--- src/core/ebp_pkg.sv ---
/*
  Package of the external bus cycle sequencer: register map, field
  positions, reset values and state encoding.
  Assumes a 32-bit APB host and a 50 MHz system clock.
*/
package ebp_pkg;

  // ===========================================================
  // Register offsets (byte addresses)
  // ===========================================================
  localparam logic [7:0] EBP_TIMING_OFS  = 8'h00;
  localparam logic [7:0] EBP_CTRL_OFS    = 8'h04;
  localparam logic [7:0] EBP_ADDR_OFS    = 8'h08;
  localparam logic [7:0] EBP_WDATA_OFS   = 8'h0c;
  localparam logic [7:0] EBP_CMD_OFS     = 8'h10;
  localparam logic [7:0] EBP_STATUS_OFS  = 8'h14;
  localparam logic [7:0] EBP_RDATA_OFS   = 8'h18;

  // ===========================================================
  // Timing register fields (chip_select_timing_config)
  // ===========================================================
  localparam int EBP_AB_POS   = 0;   // 1 bit: 0 -> 1 unit, 1 -> 2 units
  localparam int EBP_ABX_POS  = 1;   // 2 bits: extra units on window change
  localparam int EBP_C_POS    = 3;   // 2 bits
  localparam int EBP_D_POS    = 5;   // 1 bit
  localparam int EBP_E_POS    = 6;   // 5 bits: length minus one
  localparam int EBP_F_POS    = 11;  // 2 bits
  localparam int EBP_UNIT_POS = 16;  // 4 bits: clocks per unit minus one

  // Control register fields
  localparam int EBP_MUX_POS    = 0;
  localparam int EBP_RDYEN_POS  = 1;
  localparam int EBP_RDYPOL_POS = 2;
  localparam int EBP_RDYASY_POS = 3;

  // Command register fields
  localparam int EBP_WRITE_POS  = 0;
  localparam int EBP_CS_POS     = 4;  // 2 bits: chip select number
  localparam int EBP_UBE_POS    = 8;

  // ===========================================================
  // Reset values
  // ===========================================================
  localparam logic [31:0] EBP_TIMING_RST = 32'h0000_0000;
  localparam logic [31:0] EBP_CTRL_RST   = 32'h0000_0000;
  localparam logic [31:0] EBP_ZERO       = 32'h0000_0000;

  // Window of the address that forces the setup extension
  localparam int EBP_WINDOW_LSB = 16;

  // ===========================================================
  // Sequencer state, one-hot
  // ===========================================================
  typedef enum logic [5:0] {
    EBP_IDLE = 6'h01,
    EBP_AB   = 6'h02,
    EBP_C    = 6'h04,
    EBP_D    = 6'h08,
    EBP_E    = 6'h10,
    EBP_F    = 6'h20
  } ebp_state_e;

endpackage : ebp_pkg

--- src/core/ebp_ready_sync.sv ---
/*
  Ready input conditioner: polarity select and optional two-stage
  synchroniser for an asynchronous ready.
  Assumes ready_in is synchronous to pclk when async_mode is low.
*/
`timescale 1ns/1ps
module ebp_ready_sync
  import ebp_pkg::*;
(
  input  wire logic pclk,
  input  wire logic presetn,
  input  wire logic ready_in,
  input  wire logic active_low,
  input  wire logic async_mode,
  output logic      ready_ok
);

  logic meta;
  logic sync;

  // ===========================================================
  // Two-stage catch; meta is read only by sync
  // ===========================================================
  always_ff @(posedge pclk or negedge presetn)
  begin
    if (!presetn)
    begin
      meta <= 1'b0;
      sync <= 1'b0;
    end
    else
    begin
      meta <= ready_in;  // [RQ12]
      sync <= meta;
    end
  end

  // Polarity applied after the stages, costs no extra cycle
  always_comb
  begin
    ready_ok = (async_mode ? sync : ready_in) ^ active_low;  // [RQ11] [RQ12]
  end

endmodule : ebp_ready_sync

--- src/core/ebp_sequencer.sv ---
/*
  External bus cycle sequencer with APB register access. Runs one
  external cycle per command through five timed phases.
  Assumes an APB master, a 50 MHz pclk, and an external module that
  obeys the ready and read data hold conventions of this bus.
*/
// Decided for this implementation: the APB interface to the registers and the placing of the registers.
`timescale 1ns/1ps
// Summary of operation
// (RQ1) Each cycle walks address setup, command delay, write setup, access, hold.
// (RQ2) Each phase length comes from the timing register in timing units.
// (RQ3) Address setup is 1 or 2 units plus 0 to 3 units on a window change.
// (RQ4) Command delay is 0 to 3 units and access is 1 to 32 units.
// (RQ5) Write setup, also the multiplexed turnaround, is 0 or 1 unit.
// (RQ6) The closing hold phase is 0 to 3 units.
// (RQ7) With ready enabled the external module ends the stretched access.
// (RQ8) Read data is captured on the edge that ends the strobe and moves on.
// (RQ9) A later address change cannot spoil captured demultiplexed read data.
// (RQ10) The module keeps read data valid until the read strobe rises.
// (RQ11) Software selects the active level of ready.
// (RQ12) Asynchronous ready passes an extra synchroniser stage.
// (RQ13) Ready inactive at the sample adds a wait, active ends the access.
// (RQ14) Multiplexed mode shares address and data lines with a latch strobe.
// (RQ15) Chip select spans the whole cycle, strobes only the access phase.
module ebp_sequencer
  import ebp_pkg::*;
#(
  parameter int AW = 24,
  parameter int DW = 16,
  parameter int NCS = 4
)(
  input  wire logic          pclk,
  input  wire logic          presetn,
  input  wire logic          psel,
  input  wire logic          penable,
  input  wire logic          pwrite,
  input  wire logic [7:0]    paddr,
  input  wire logic [31:0]   pwdata,
  output logic [31:0]        prdata,
  output logic               pready,
  output logic               pslverr,
  output logic [AW-1:0]      address_lines,
  output logic [DW-1:0]      data_lines_out,
  output logic               data_lines_oen,
  input  wire logic [DW-1:0] data_lines_in,
  output logic [DW-1:0]      shared_addr_data_lines_out,
  output logic               shared_addr_data_lines_oen,
  input  wire logic [DW-1:0] shared_addr_data_lines_in,
  output logic               addr_latch,
  output logic [NCS-1:0]     chip_select_n,
  output logic               read_n,
  output logic               write_n,
  output logic               upper_byte_enable_n,
  input  wire logic          ready_in
);

  ebp_state_e  state;
  ebp_state_e  next_state;
  logic [31:0] chip_select_timing_config;
  logic [3:0]  ctrl;
  logic [AW-1:0] cmd_addr;
  logic [DW-1:0] cmd_wdata;
  logic [DW-1:0] read_data;
  logic [AW-1:0] last_addr;
  logic        cmd_write;
  logic        busy;
  logic [5:0]  phase_cnt;
  logic [3:0]  unit_cnt;
  logic        unit_tick;
  logic [5:0]  phase_len;
  logic        ready_ok;
  logic        window_change;
  logic        apb_wr;
  logic        go;

  // ===========================================================
  // APB slave: zero wait states
  // ===========================================================
  assign apb_wr = psel && penable && pwrite;
  assign go = apb_wr && (paddr == EBP_CMD_OFS) && !busy;

  // Phase length in units for a given state
  function automatic logic [5:0] len_of(input ebp_state_e s,
                                        input logic [31:0] t,
                                        input logic wc);
    logic [5:0] l;
    l = 6'h00;
    case (s)
      EBP_AB: l = 6'(t[EBP_AB_POS]) + 6'h01
                  + (wc ? 6'(t[EBP_ABX_POS +: 2]) : 6'h00);  // [RQ3]
      EBP_C:  l = 6'(t[EBP_C_POS +: 2]);                   // [RQ4]
      EBP_D:  l = 6'(t[EBP_D_POS]);                        // [RQ5]
      EBP_E:  l = 6'(t[EBP_E_POS +: 5]) + 6'h01;           // [RQ4]
      EBP_F:  l = 6'(t[EBP_F_POS +: 2]);                   // [RQ6]
      default: l = 6'h00;
    endcase
    return l;
  endfunction : len_of

  // Register writes; busy blocks timing changes mid cycle
  always_ff @(posedge pclk or negedge presetn)
  begin
    if (!presetn)
    begin
      chip_select_timing_config <= EBP_TIMING_RST;
      ctrl      <= EBP_CTRL_RST[3:0];
      cmd_addr  <= '0;
      cmd_wdata <= '0;
    end
    else if (apb_wr && !busy)
    begin
      case (paddr)
        EBP_TIMING_OFS: chip_select_timing_config <= pwdata;  // [RQ2]
        EBP_CTRL_OFS:   ctrl      <= pwdata[3:0];
        EBP_ADDR_OFS:   cmd_addr  <= pwdata[AW-1:0];
        EBP_WDATA_OFS:  cmd_wdata <= pwdata[DW-1:0];
        default: ;
      endcase
    end
  end

  // Read mux, registered; unmapped answers zero with error
  always_ff @(posedge pclk or negedge presetn)
  begin
    if (!presetn)
    begin
      prdata  <= EBP_ZERO;
      pready  <= 1'b0;
      pslverr <= 1'b0;
    end
    else
    begin
      pready  <= psel && !penable;
      pslverr <= 1'b0;
      prdata  <= EBP_ZERO;
      if (psel && !penable)
      begin
        case (paddr)
          EBP_TIMING_OFS: prdata <= chip_select_timing_config;
          EBP_CTRL_OFS:   prdata <= 32'(ctrl);
          EBP_ADDR_OFS:   prdata <= 32'(cmd_addr);
          EBP_WDATA_OFS:  prdata <= 32'(cmd_wdata);
          EBP_CMD_OFS:    prdata <= EBP_ZERO;
          EBP_STATUS_OFS: prdata <= 32'({state, busy});
          EBP_RDATA_OFS:  prdata <= 32'(read_data);
          default:        pslverr <= 1'b1;
        endcase
      end
    end
  end

  // ===========================================================
  // Ready conditioning
  // ===========================================================
  ebp_ready_sync u_rdy (
    .pclk       (pclk),
    .presetn    (presetn),
    .ready_in   (ready_in),
    .active_low (ctrl[EBP_RDYPOL_POS]),
    .async_mode (ctrl[EBP_RDYASY_POS]),
    .ready_ok   (ready_ok)
  );

  // ===========================================================
  // Phase sequencer
  // ===========================================================
  assign window_change = cmd_addr[AW-1:EBP_WINDOW_LSB]
                         != last_addr[AW-1:EBP_WINDOW_LSB];
  assign unit_tick = (unit_cnt == chip_select_timing_config[EBP_UNIT_POS +: 4]);
  assign phase_len = len_of(state, chip_select_timing_config, window_change);

  // Next phase; zero-length phases fall straight through
  always_comb
  begin
    next_state = state;
    case (state)
      EBP_IDLE: if (go) next_state = EBP_AB;  // [RQ1]
      EBP_AB: if (unit_tick && phase_cnt + 6'h01 >= phase_len)
                next_state = EBP_C;
      EBP_C:  if (phase_len == 6'h00 ||
                  (unit_tick && phase_cnt + 6'h01 >= phase_len))
                next_state = EBP_D;
      EBP_D:  if (phase_len == 6'h00 ||
                  (unit_tick && phase_cnt + 6'h01 >= phase_len))
                next_state = EBP_E;
      EBP_E:  if (unit_tick && phase_cnt + 6'h01 >= phase_len &&
                  (!ctrl[EBP_RDYEN_POS] || ready_ok))  // [RQ7] [RQ13]
                next_state = EBP_F;
      EBP_F:  if (phase_len == 6'h00 ||
                  (unit_tick && phase_cnt + 6'h01 >= phase_len))
                next_state = EBP_IDLE;
      default: next_state = EBP_IDLE;
    endcase
  end

  // State, unit and phase counters
  always_ff @(posedge pclk or negedge presetn)
  begin
    if (!presetn)
    begin
      state     <= EBP_IDLE;
      unit_cnt  <= 4'h0;
      phase_cnt <= 6'h00;
    end
    else
    begin
      state <= next_state;
      if (next_state != state || state == EBP_IDLE)
      begin
        unit_cnt  <= 4'h0;
        phase_cnt <= 6'h00;
      end
      else if (unit_tick)
      begin
        unit_cnt <= 4'h0;
        // Stop at the length so long ready waits never wrap
        if (phase_cnt < phase_len)
          phase_cnt <= phase_cnt + 6'h01;  // [RQ2]
      end
      else
        unit_cnt <= unit_cnt + 4'h1;
    end
  end

  // Command latch and window tracking
  always_ff @(posedge pclk or negedge presetn)
  begin
    if (!presetn)
    begin
      busy      <= 1'b0;
      cmd_write <= 1'b0;
      last_addr <= '0;
    end
    else if (go)
    begin
      busy      <= 1'b1;
      cmd_write <= pwdata[EBP_WRITE_POS];
    end
    else if (state == EBP_F && next_state == EBP_IDLE)
    begin
      busy      <= 1'b0;
      last_addr <= cmd_addr;
    end
  end

  // Read capture on the edge that ends access; later address
  // changes do not reach this register
  always_ff @(posedge pclk or negedge presetn)
  begin
    if (!presetn)
      read_data <= '0;
    else if (state == EBP_E && next_state == EBP_F && !cmd_write)
      read_data <= ctrl[EBP_MUX_POS] ? shared_addr_data_lines_in
                                     : data_lines_in;  // [RQ8] [RQ9] [RQ10]
  end

  // ===========================================================
  // Pin drivers, all registered; all but data_lines_out from next_state
  // ===========================================================
  // The go edge reads the command word itself, not the stale latch
  logic [1:0] cmd_sel;
  logic       cmd_ube;
  logic [1:0] sel_now;
  logic       ube_now;
  assign sel_now = go ? pwdata[EBP_CS_POS +: 2] : cmd_sel;
  assign ube_now = go ? pwdata[EBP_UBE_POS] : cmd_ube;

  always_ff @(posedge pclk or negedge presetn)
  begin
    if (!presetn)
    begin
      chip_select_n <= '1;
      read_n        <= 1'b1;
      write_n       <= 1'b1;
      addr_latch    <= 1'b0;
      address_lines <= '0;
      upper_byte_enable_n        <= 1'b1;
      data_lines_out             <= '0;
      data_lines_oen             <= 1'b1;
      shared_addr_data_lines_out <= '0;
      shared_addr_data_lines_oen <= 1'b1;
    end
    else
    begin
      chip_select_n <= '1;
      if (next_state != EBP_IDLE)
        chip_select_n[sel_now] <= 1'b0;  // [RQ15]
      read_n  <= !(next_state == EBP_E && !cmd_write);  // [RQ15]
      write_n <= !(next_state == EBP_E && cmd_write);
      addr_latch <= ctrl[EBP_MUX_POS] && next_state == EBP_AB;  // [RQ14]
      if (next_state != EBP_IDLE)
      begin
        address_lines       <= cmd_addr;
        upper_byte_enable_n <= !ube_now;
      end
      data_lines_out <= cmd_wdata;
      data_lines_oen <= !(!ctrl[EBP_MUX_POS] && cmd_write &&
                          (next_state == EBP_D || next_state == EBP_E ||
                           next_state == EBP_F));
      // Address in setup, then tristate turnaround, then write data
      shared_addr_data_lines_out <= (next_state == EBP_AB)
                                    ? cmd_addr[DW-1:0] : cmd_wdata;
      shared_addr_data_lines_oen <= !(ctrl[EBP_MUX_POS] &&
        (next_state == EBP_AB || (cmd_write &&
         (next_state == EBP_E || next_state == EBP_F))));  // [RQ14]
    end
  end

  // Chip select and byte enable from the command write
  always_ff @(posedge pclk or negedge presetn)
  begin
    if (!presetn)
    begin
      cmd_sel <= 2'h0;
      cmd_ube <= 1'b0;
    end
    else if (go)
    begin
      cmd_sel <= pwdata[EBP_CS_POS +: 2];
      cmd_ube <= pwdata[EBP_UBE_POS];
    end
  end

  // ===========================================================
  // Checks
  // ===========================================================
  strobe_in_access_a: assert property (@(posedge pclk)  // [RQ15]
    disable iff (!presetn) !read_n || !write_n |-> state == EBP_E)
    else $error("strobe outside access");
  cs_whole_cycle_a: assert property (@(posedge pclk)  // [RQ15]
    disable iff (!presetn) state != EBP_IDLE |-> chip_select_n != '1)
    else $error("chip select dropped in cycle");
  phase_order_a: assert property (@(posedge pclk)  // [RQ1]
    disable iff (!presetn)
    state == EBP_IDLE && $past(state) != EBP_IDLE |-> $past(state) == EBP_F)
    else $error("cycle ended out of order");
  ready_wait_a: assert property (@(posedge pclk)  // [RQ13]
    disable iff (!presetn)
    state == EBP_E && ctrl[EBP_RDYEN_POS] && !ready_ok |=> state == EBP_E)
    else $error("access ended without ready");
  setup_min_a: assert property (@(posedge pclk)  // [RQ3]
    disable iff (!presetn) state == EBP_IDLE && go |=> state == EBP_AB)
    else $error("setup phase skipped");
  ale_setup_a: assert property (@(posedge pclk)  // [RQ14]
    disable iff (!presetn) addr_latch |-> state == EBP_AB)
    else $error("latch strobe outside setup");
  read_capture_a: assert property (@(posedge pclk)  // [RQ8]
    disable iff (!presetn)
    state == EBP_E && next_state == EBP_F && !cmd_write && !ctrl[EBP_MUX_POS]
    |=> read_data == $past(data_lines_in))
    else $error("read data not captured");
  busy_track_a: assert property (@(posedge pclk)  // [RQ1]
    disable iff (!presetn) busy |-> state != EBP_IDLE || $past(go))
    else $error("busy without cycle");

endmodule : ebp_sequencer

--- config.mk ---
export PLATFORM = sky130hd
export DESIGN_NAME = ebp_sequencer
export DESIGN_NICKNAME = d
export VERILOG_FILES = /design/src/core/ebp_pkg.sv /design/src/core/ebp_ready_sync.sv /design/src/core/ebp_sequencer.sv
export SDC_FILE = /design/constraint.sdc
export NUM_CORES = 1
export LEC_CHECK = 0
export BUFFER_PORTS_ARGS = -buffer_cell sky130_fd_sc_hd__buf_2
export CORE_ASPECT_RATIO = 0.75
export CORE_MARGIN = 3
export CORE_UTILIZATION = 43
export DETAILED_ROUTE_END_ITERATION = 12
export PLACE_DENSITY = 0.76
export SLEW_MARGIN = 40
export SYNTH_ARGS = -nofsm -noshare
export SYNTH_HDL_FRONTEND = slang
export SYNTH_SLANG_ARGS = --single-unit
--- constraint.sdc ---
create_clock -name pclk -period 5.6 [get_ports pclk]
set_input_delay 0.28 -clock pclk [delete_from_list [all_inputs] [get_ports pclk]]
set_output_delay 0.28 -clock pclk [all_outputs]
set_load 0.02 [all_outputs]
# [Word-level counts from Yosys, hierarchy flattened]
# Cells that the tools add are included.
[word_totals] ff_bits=239 input_bits=78 out_inout_bits=100
[op_classes] add_sub_neg=5 order_cmp=4 eq_ne=21 mux=28 n_bitwise=3 reduce_logical=48
[op_table] cell="$pmux 32 s6" count=1
[op_table] cell="$mux 6" count=9
[op_table] cell="$pmux 6 s6" count=1
[op_table] cell="$mux 16" count=2
[op_table] cell="$mux 32" count=1
[op_table] cell="$pmux 6 s5" count=1
[op_table] cell="$eq 8x5->1 const B" count=3
[op_table] cell="$logic_and 1x1->1" count=19
[op_table] cell="$eq 8x4->1 const B" count=2
[op_table] cell="$eq 6x1->1 const B" count=2
[op_table] cell="$eq 6x2->1 const B" count=2
[op_table] cell="$eq 6x4->1 const B" count=2
[op_table] cell="$eq 6x5->1 const B" count=2
[op_table] cell="$eq 6x6->1 const B" count=2
[op_table] cell="$mux 4" count=3
[op_table] cell="$reduce_and 2->1" count=6
[op_table] cell="$logic_not 1->1" count=10
[op_table] cell="$eq 8x3->1 const B" count=1
[op_table] cell="$logic_not 8->1" count=1
[op_table] cell="$ne 8x8->1" count=1
[op_table] cell="$logic_or 1x1->1" count=7
[op_table] cell="$mux 1" count=7
[op_table] cell="$reduce_or 7->1" count=1
[op_table] cell="$add 5x1->6 const B" count=1
[op_table] cell="19 further kinds" count=22

# [Logic depth before layout (Yosys ltp)]
[depth] ltp_word=15 depth_mapped=18 mapped_depth_nobuf=17

# [Cells and area by module]
# From an unflattened synthesis, not the netlist that was laid out.
[unflattened] cells_unflattened=746 hier_area_um2=9691.8
[modules_own_cells] mod="ebp_sequencer" instances=1 cells_each=742 area_each_um2=9623.0 seq_area_each_um2=5542.8
[modules_own_cells] mod="ebp_ready_sync" instances=1 cells_each=4 area_each_um2=68.8 seq_area_each_um2=50.0

# [Least setup slack after synthesis]
# No wires, ideal clock.
[synth_timing] path_type="reg2reg" startpoint="register cmd_addr[23]" endpoint="register shared_addr_data_lines_out[10]" setup_ps=125 arrival_ps=3822 required_time_ps=5475 path_slack_ps=1653 path_stages_with_launch=16 n_path_buf=1 synth_period_minus_slack_ps=3947 cell_sequence="dfrtp_1 -> xor2_1 -> nor4_1 -> nand2_1 -> nand2_1 -> ha_1 -> inv_1 -> ha_1 -> a222oi_1 -> ha_1 -> a21boi_0 -> o21ai_0 -> a21oi_1 -> o22ai_2 -> buf_2 -> mux2_2"
[synth_via] elab_chain_len=11 elab_cells_between_ends=17
[synth_rtl] item="from (decl)" line_no="ebp_sequencer.sv:61" source="logic [AW-1:0] cmd_addr;"
[synth_rtl] item="from (signal assigned)" line_no="ebp_sequencer.sv:115" source="EBP_ADDR_OFS: cmd_addr <= pwdata[AW-1:0];"
[synth_rtl] item="$ne 8x8->1 (*)" line_no="ebp_sequencer.sv:168" source="!= last_addr[AW-1:EBP_WINDOW_LSB];"
[synth_rtl] item="$mux 2 (*)" line_no="ebp_sequencer.sv:90" source="+ (wc ? 6'(t[EBP_ABX_POS +: 2]) : 6'h00);"
[synth_rtl] item="$add 2x2->3 (*)" line_no="ebp_sequencer.sv:90"
[synth_rtl] item="$pmux 6 s5 (*)" line_no="ebp_sequencer.sv:88" source="case (s)"
[synth_rtl] item="$ge 6x6->1"
[synth_rtl] item="$logic_and 1x1->1"
[synth_rtl] item="$logic_or 1x1->1 or $logic_and 1x1->1 (tied branches)"
[synth_rtl] item="$mux 6 (on tied branches)"
[synth_rtl] item="$pmux 6 s6 (*)" line_no="ebp_sequencer.sv:176" source="case (state)"
[synth_rtl] item="net next_state[1]" line_no="ebp_sequencer.sv:58" source="ebp_state_e next_state;"
[synth_rtl] item="$eq 6x2->1 (*)" line_no="ebp_sequencer.sv:301" source="shared_addr_data_lines_out <= (next_state == EBP_AB)"
[synth_rtl] item="$mux 16 (*)" line_no="ebp_sequencer.sv:302" source="? cmd_addr[DW-1:0] : cmd_wdata;"
[synth_rtl] item="to (signal assigned)" line_no="ebp_sequencer.sv:301"
[synth_rtl] item="to (decl)" line_no="ebp_sequencer.sv:46" source="output logic [DW-1:0] shared_addr_data_lines_out,"
# Mark *: on every way through the listed nets, which the timed path passes. The rest lies on a longest branch.
# A chain may end at the register's enable or synchronous reset.

# [Worst setup path in the final report]
[layout_timing] startpoint="register cmd_addr[19]" endpoint="register shared_addr_data_lines_out[4]"
[layout_via] elab_chain_len=11 elab_cells_between_ends=17
[layout_rtl] item="$ne 8x8->1 (*)" line_no="ebp_sequencer.sv:168"
[layout_rtl] item="$mux 2 (*)" line_no="ebp_sequencer.sv:90"
[layout_rtl] item="$add 2x2->3 (*)" line_no="ebp_sequencer.sv:90"
[layout_rtl] item="$pmux 6 s5 (*)" line_no="ebp_sequencer.sv:88"
[layout_rtl] item="$ge 6x6->1"
[layout_rtl] item="$logic_and 1x1->1"
[layout_rtl] item="$logic_or 1x1->1 or $logic_and 1x1->1 (tied branches)"
[layout_rtl] item="$mux 6 (on tied branches)"
[layout_rtl] item="$pmux 6 s6 (*)" line_no="ebp_sequencer.sv:176"
[layout_rtl] item="$eq 6x2->1 (*)" line_no="ebp_sequencer.sv:301"
[layout_rtl] item="$mux 16 (*)" line_no="ebp_sequencer.sv:302"
# Mark *: on every way between the ends. The rest lies on a longest branch, timed or not.

==> reports/metrics.yaml <==
clocking:
  cts.path.max_buffers: 3
  clk_pin_slew_ps: 60
  numCtsBuffers: 22
  clock_latency_ps: 510
  htreeDepth: 1
  cts_tree: "done"
  cts.sinks: 223
  root_buffer: "clkbuf_16"
worst_setup_path:
  setup.worst_path.start: "cmd_addr[19]"
  crit_top_cell: "ha_1"
  critical_path_class: "reg2reg"
  worstPathCellList: "xor2_1 > nor4_1 > nand2_1 > nand2_1 > ha_1 > inv_1 > ha_1 > a222oi_1 > buf_4 > ha_1 > a21boi_0 > o21ai_0 > a21oi_1 > o22ai_2 > buf_4 > mux2_2"
  worstPathArrival_ps: 4730
  worst_setup_path_end_kind: "flop"
  cpPeakStageDelay_ps: 530
  worstPathMaxFanout: 11
  critPathSlowestCell: "o22ai_2"
  rr_worst_depth: 16
  timing.rr.start: "cmd_addr[19]"
  reg2reg_slack_ps: 1270
  cp.required_ps: 6000
  r2r_end: "shared_addr_data_lines_out[4]"
  critPathLaunchType: "flop"
power:
  ir_drop_mv: 0.248
  power.density_nw_per_um2: 273
  power_mw: 3.22
  p_switching_mw: 0.694
  p_int_mw: 2.53
  clockPowerShare_pct: 46.8
  seq_power_share_pct: 50.1
  switching_share_pct: 21.5
  power_frac_comb_pct: 3.2
  power.leakage_nw: 6.07
sta:
  fin_crit_sh_pct: 77.4
  rsz0062_at_grt: "false"
  post-route-min-period_ps: 4330
  fmax_mhz: 231
  finClkSkew_ps: 17.3
  slew_headroom_pct: 45.3
  finalSetupTns_ps: 0
  maxSlewViolCount: 0
  hold_violations: 0
  holdWs_ps: 19.9
  tightest_slew_ps: 818
  finalSetupViolations: 0
synthesis:
  syn_area_sq_um: 9750
  synth_most_common_cell: "dfrtp_1"
  synth-seq-area-share_pct: 57.4
  yosys_warnings: 0
  netlist_top_cells_area: "dfrtp_1 (55%), mux2_2 (14%), mux2i_1 (2.9%)"
  synthCells: 744
  yosys.area.top_type_share_pct: 54.7
  syn_area_per_cell_sq_um: 13.1
  synth_cell_types: 59
  synth-edff-count: 0
  ys_seq_elements: 223
  syn_nets: 839
  synth.top_cells.by_count: "dfrtp_1 (213), mux2_2 (123), nor2_1 (46)"
  ys.flop_type: "dfrtp_1"
  async_flop_share_pct: 100
  synth_top_area_cell: "dfrtp_1"
floorplanning:
  core_area_sq_um: 22200
  die_w_microns: 180
  ioPinCount: 178
  fp.dieH_microns: 136
  rows: 47
  initial_utilization_pct: 44.0
  die_area_sq_um: 24500
placed_design:
  dpl.hpwl_microns: 17100
  io_buffers: 177
  placed_cell_area_sq_um: 11000
  gp_congestion: 0.937
run:
  max_cap_violations: 0
drt:
  finalWirelength_microns: 24800
  drt-initial-drc-count: 461
  vias_per_cell: 5.37
  drtAntennaViolNets: 0
  drtPass1Iterations: 5
  route.vias.total: 6687
  drc: 0
  wl_per_cell_microns: 19.9
final_layout:
  num_antenna_cells: 0
  layout-drive-gt1-share_pct: 41.2
  post-route-util_pct: 53.3
  syn_to_final_growth_pct: 21.2
  ff_latch_area_sq_um: 5590
  multi_input_area_sq_um: 4000
  finalInstanceArea_sq_um: 11800
  nets: 1030
  fillers: 1871
outcome:
  status: "complete, no violations"
global_route:
  grt_pass1_vias: 6777
  antenna_found_initial: 0
  grtUsageTotal_pct: 19.9
  gr-total-overflow: 0
  grt_max_degree: 101
  grt_pass1_wl_microns: 38800
hold_path:
  hp-start: "pwdata[20]"
  hold_class: "in2reg"
  worstHoldPathCells: 2
  hold-path-endpoint: "chip_select_timing_config[20]"
## cells by family after synthesis
kind of cell    Yosys count  synth area share [%]
mux                     169                  19.9
buf+inv                  41                  1.80
xor+xnor                 23                  2.07
simple gates            164                  8.81
compound gates          107                  7.92
flops                   223                  57.4
fa+ha+maj                17                  2.18
## power by group through the flow
stage	clock, mW	combinational, mW	sequential [mW]
finish	1.51	0.102	1.61
global route	1.60	0.113	1.61
CTS	1.54	0.103	1.61
detailed placement	0	0.0972	1.64
global placement	0	0.0952	1.64
floorplan	0	0.0188	1.64
## layout by cell type (no fill, tap or decap), drive strengths merged, types with 13 or more instances in the layout
cell,count
inv,13
a21oi,29
clkbuf,34
ha,17
nor2,46
buf,185
and2,14
nand2,40
nand3,14
dfrtp,213
mux2,141
o21ai,25
a22oi,18
mux2i,28
## how the worst max path moves through the flow
stage                                                 to  slack, ps  depth (start not counted)
final                      shared_addr_data_lines_out[4]       1270                         16
after global placement     shared_addr_data_lines_out[4]       1500                         16
after detailed placement   shared_addr_data_lines_out[4]       1310                         16
after CTS                 shared_addr_data_lines_out[10]       1290                         16
after floorplan           shared_addr_data_lines_out[10]       1650                         15
after global routing      shared_addr_data_lines_out[10]        850                         16
## area by class of cell
class                   instances  area share [%]
clock buffers                  34            5.72
clock inverters                 6           0.646
inverters                      13           0.413
multi-input cells             480            33.8
flip-flops and latches        223            47.3
well taps                     294            3.11
repair buffers                195            8.99
## critical path: cells and delay by family, from the launching register on
family	cells	cell delay, ps
DFF	1	420
adders and majority gates	3	650
and+or+nand+nor	3	590
buffers and inverters	3	570
muxes	1	360
xor gates and xnor gates	1	160
AOI/OAI and AO/OA	5	1450
## registers in the layout (all words and copies together) (netlist names), 2 cells and up
| register | cells |
|---|---|
| prdata | 32 |
| phase_cnt | 6 |
| address_lines | 24 |
| data_lines_out | 16 |
| last_addr | 8 |
| cmd_wdata | 16 |
| state | 6 |
| chip_select_n | 4 |
| cmd_sel | 2 |
| ctrl | 4 |
| shared_addr_data_lines_out | 16 |
| chip_select_timing_config | 32 |
| read_data | 16 |
| cmd_addr | 24 |
| unit_cnt | 4 |
## repair_timing
action / 4_1_cts / 5_1_grt
setup buffers: 0 / 0
endpoints found under the hold margin: 103 / 0
hold buffers: 10 / 0
gates resized for setup: 0 / 0
## metal layers
metal / up-vias / routed length [microns] / track usage [%]
met5: - / 0 / 0
met1: 3391 / 11800 / 29.2
li1: 3056 / - / -
met4: 0 / 450 / 4.08
met2: 203 / 10800 / 30.2
met3: 37 / 1750 / 4.89
## per-stage QoR
step	setup WS [ps]	instances
floorplan	1650	744
CTS	1290	1245
global placement	1500	1195
finish	1270	1245
detailed placement	1310	1195
global route	851	1245
(Power assumes the default switching activity.)
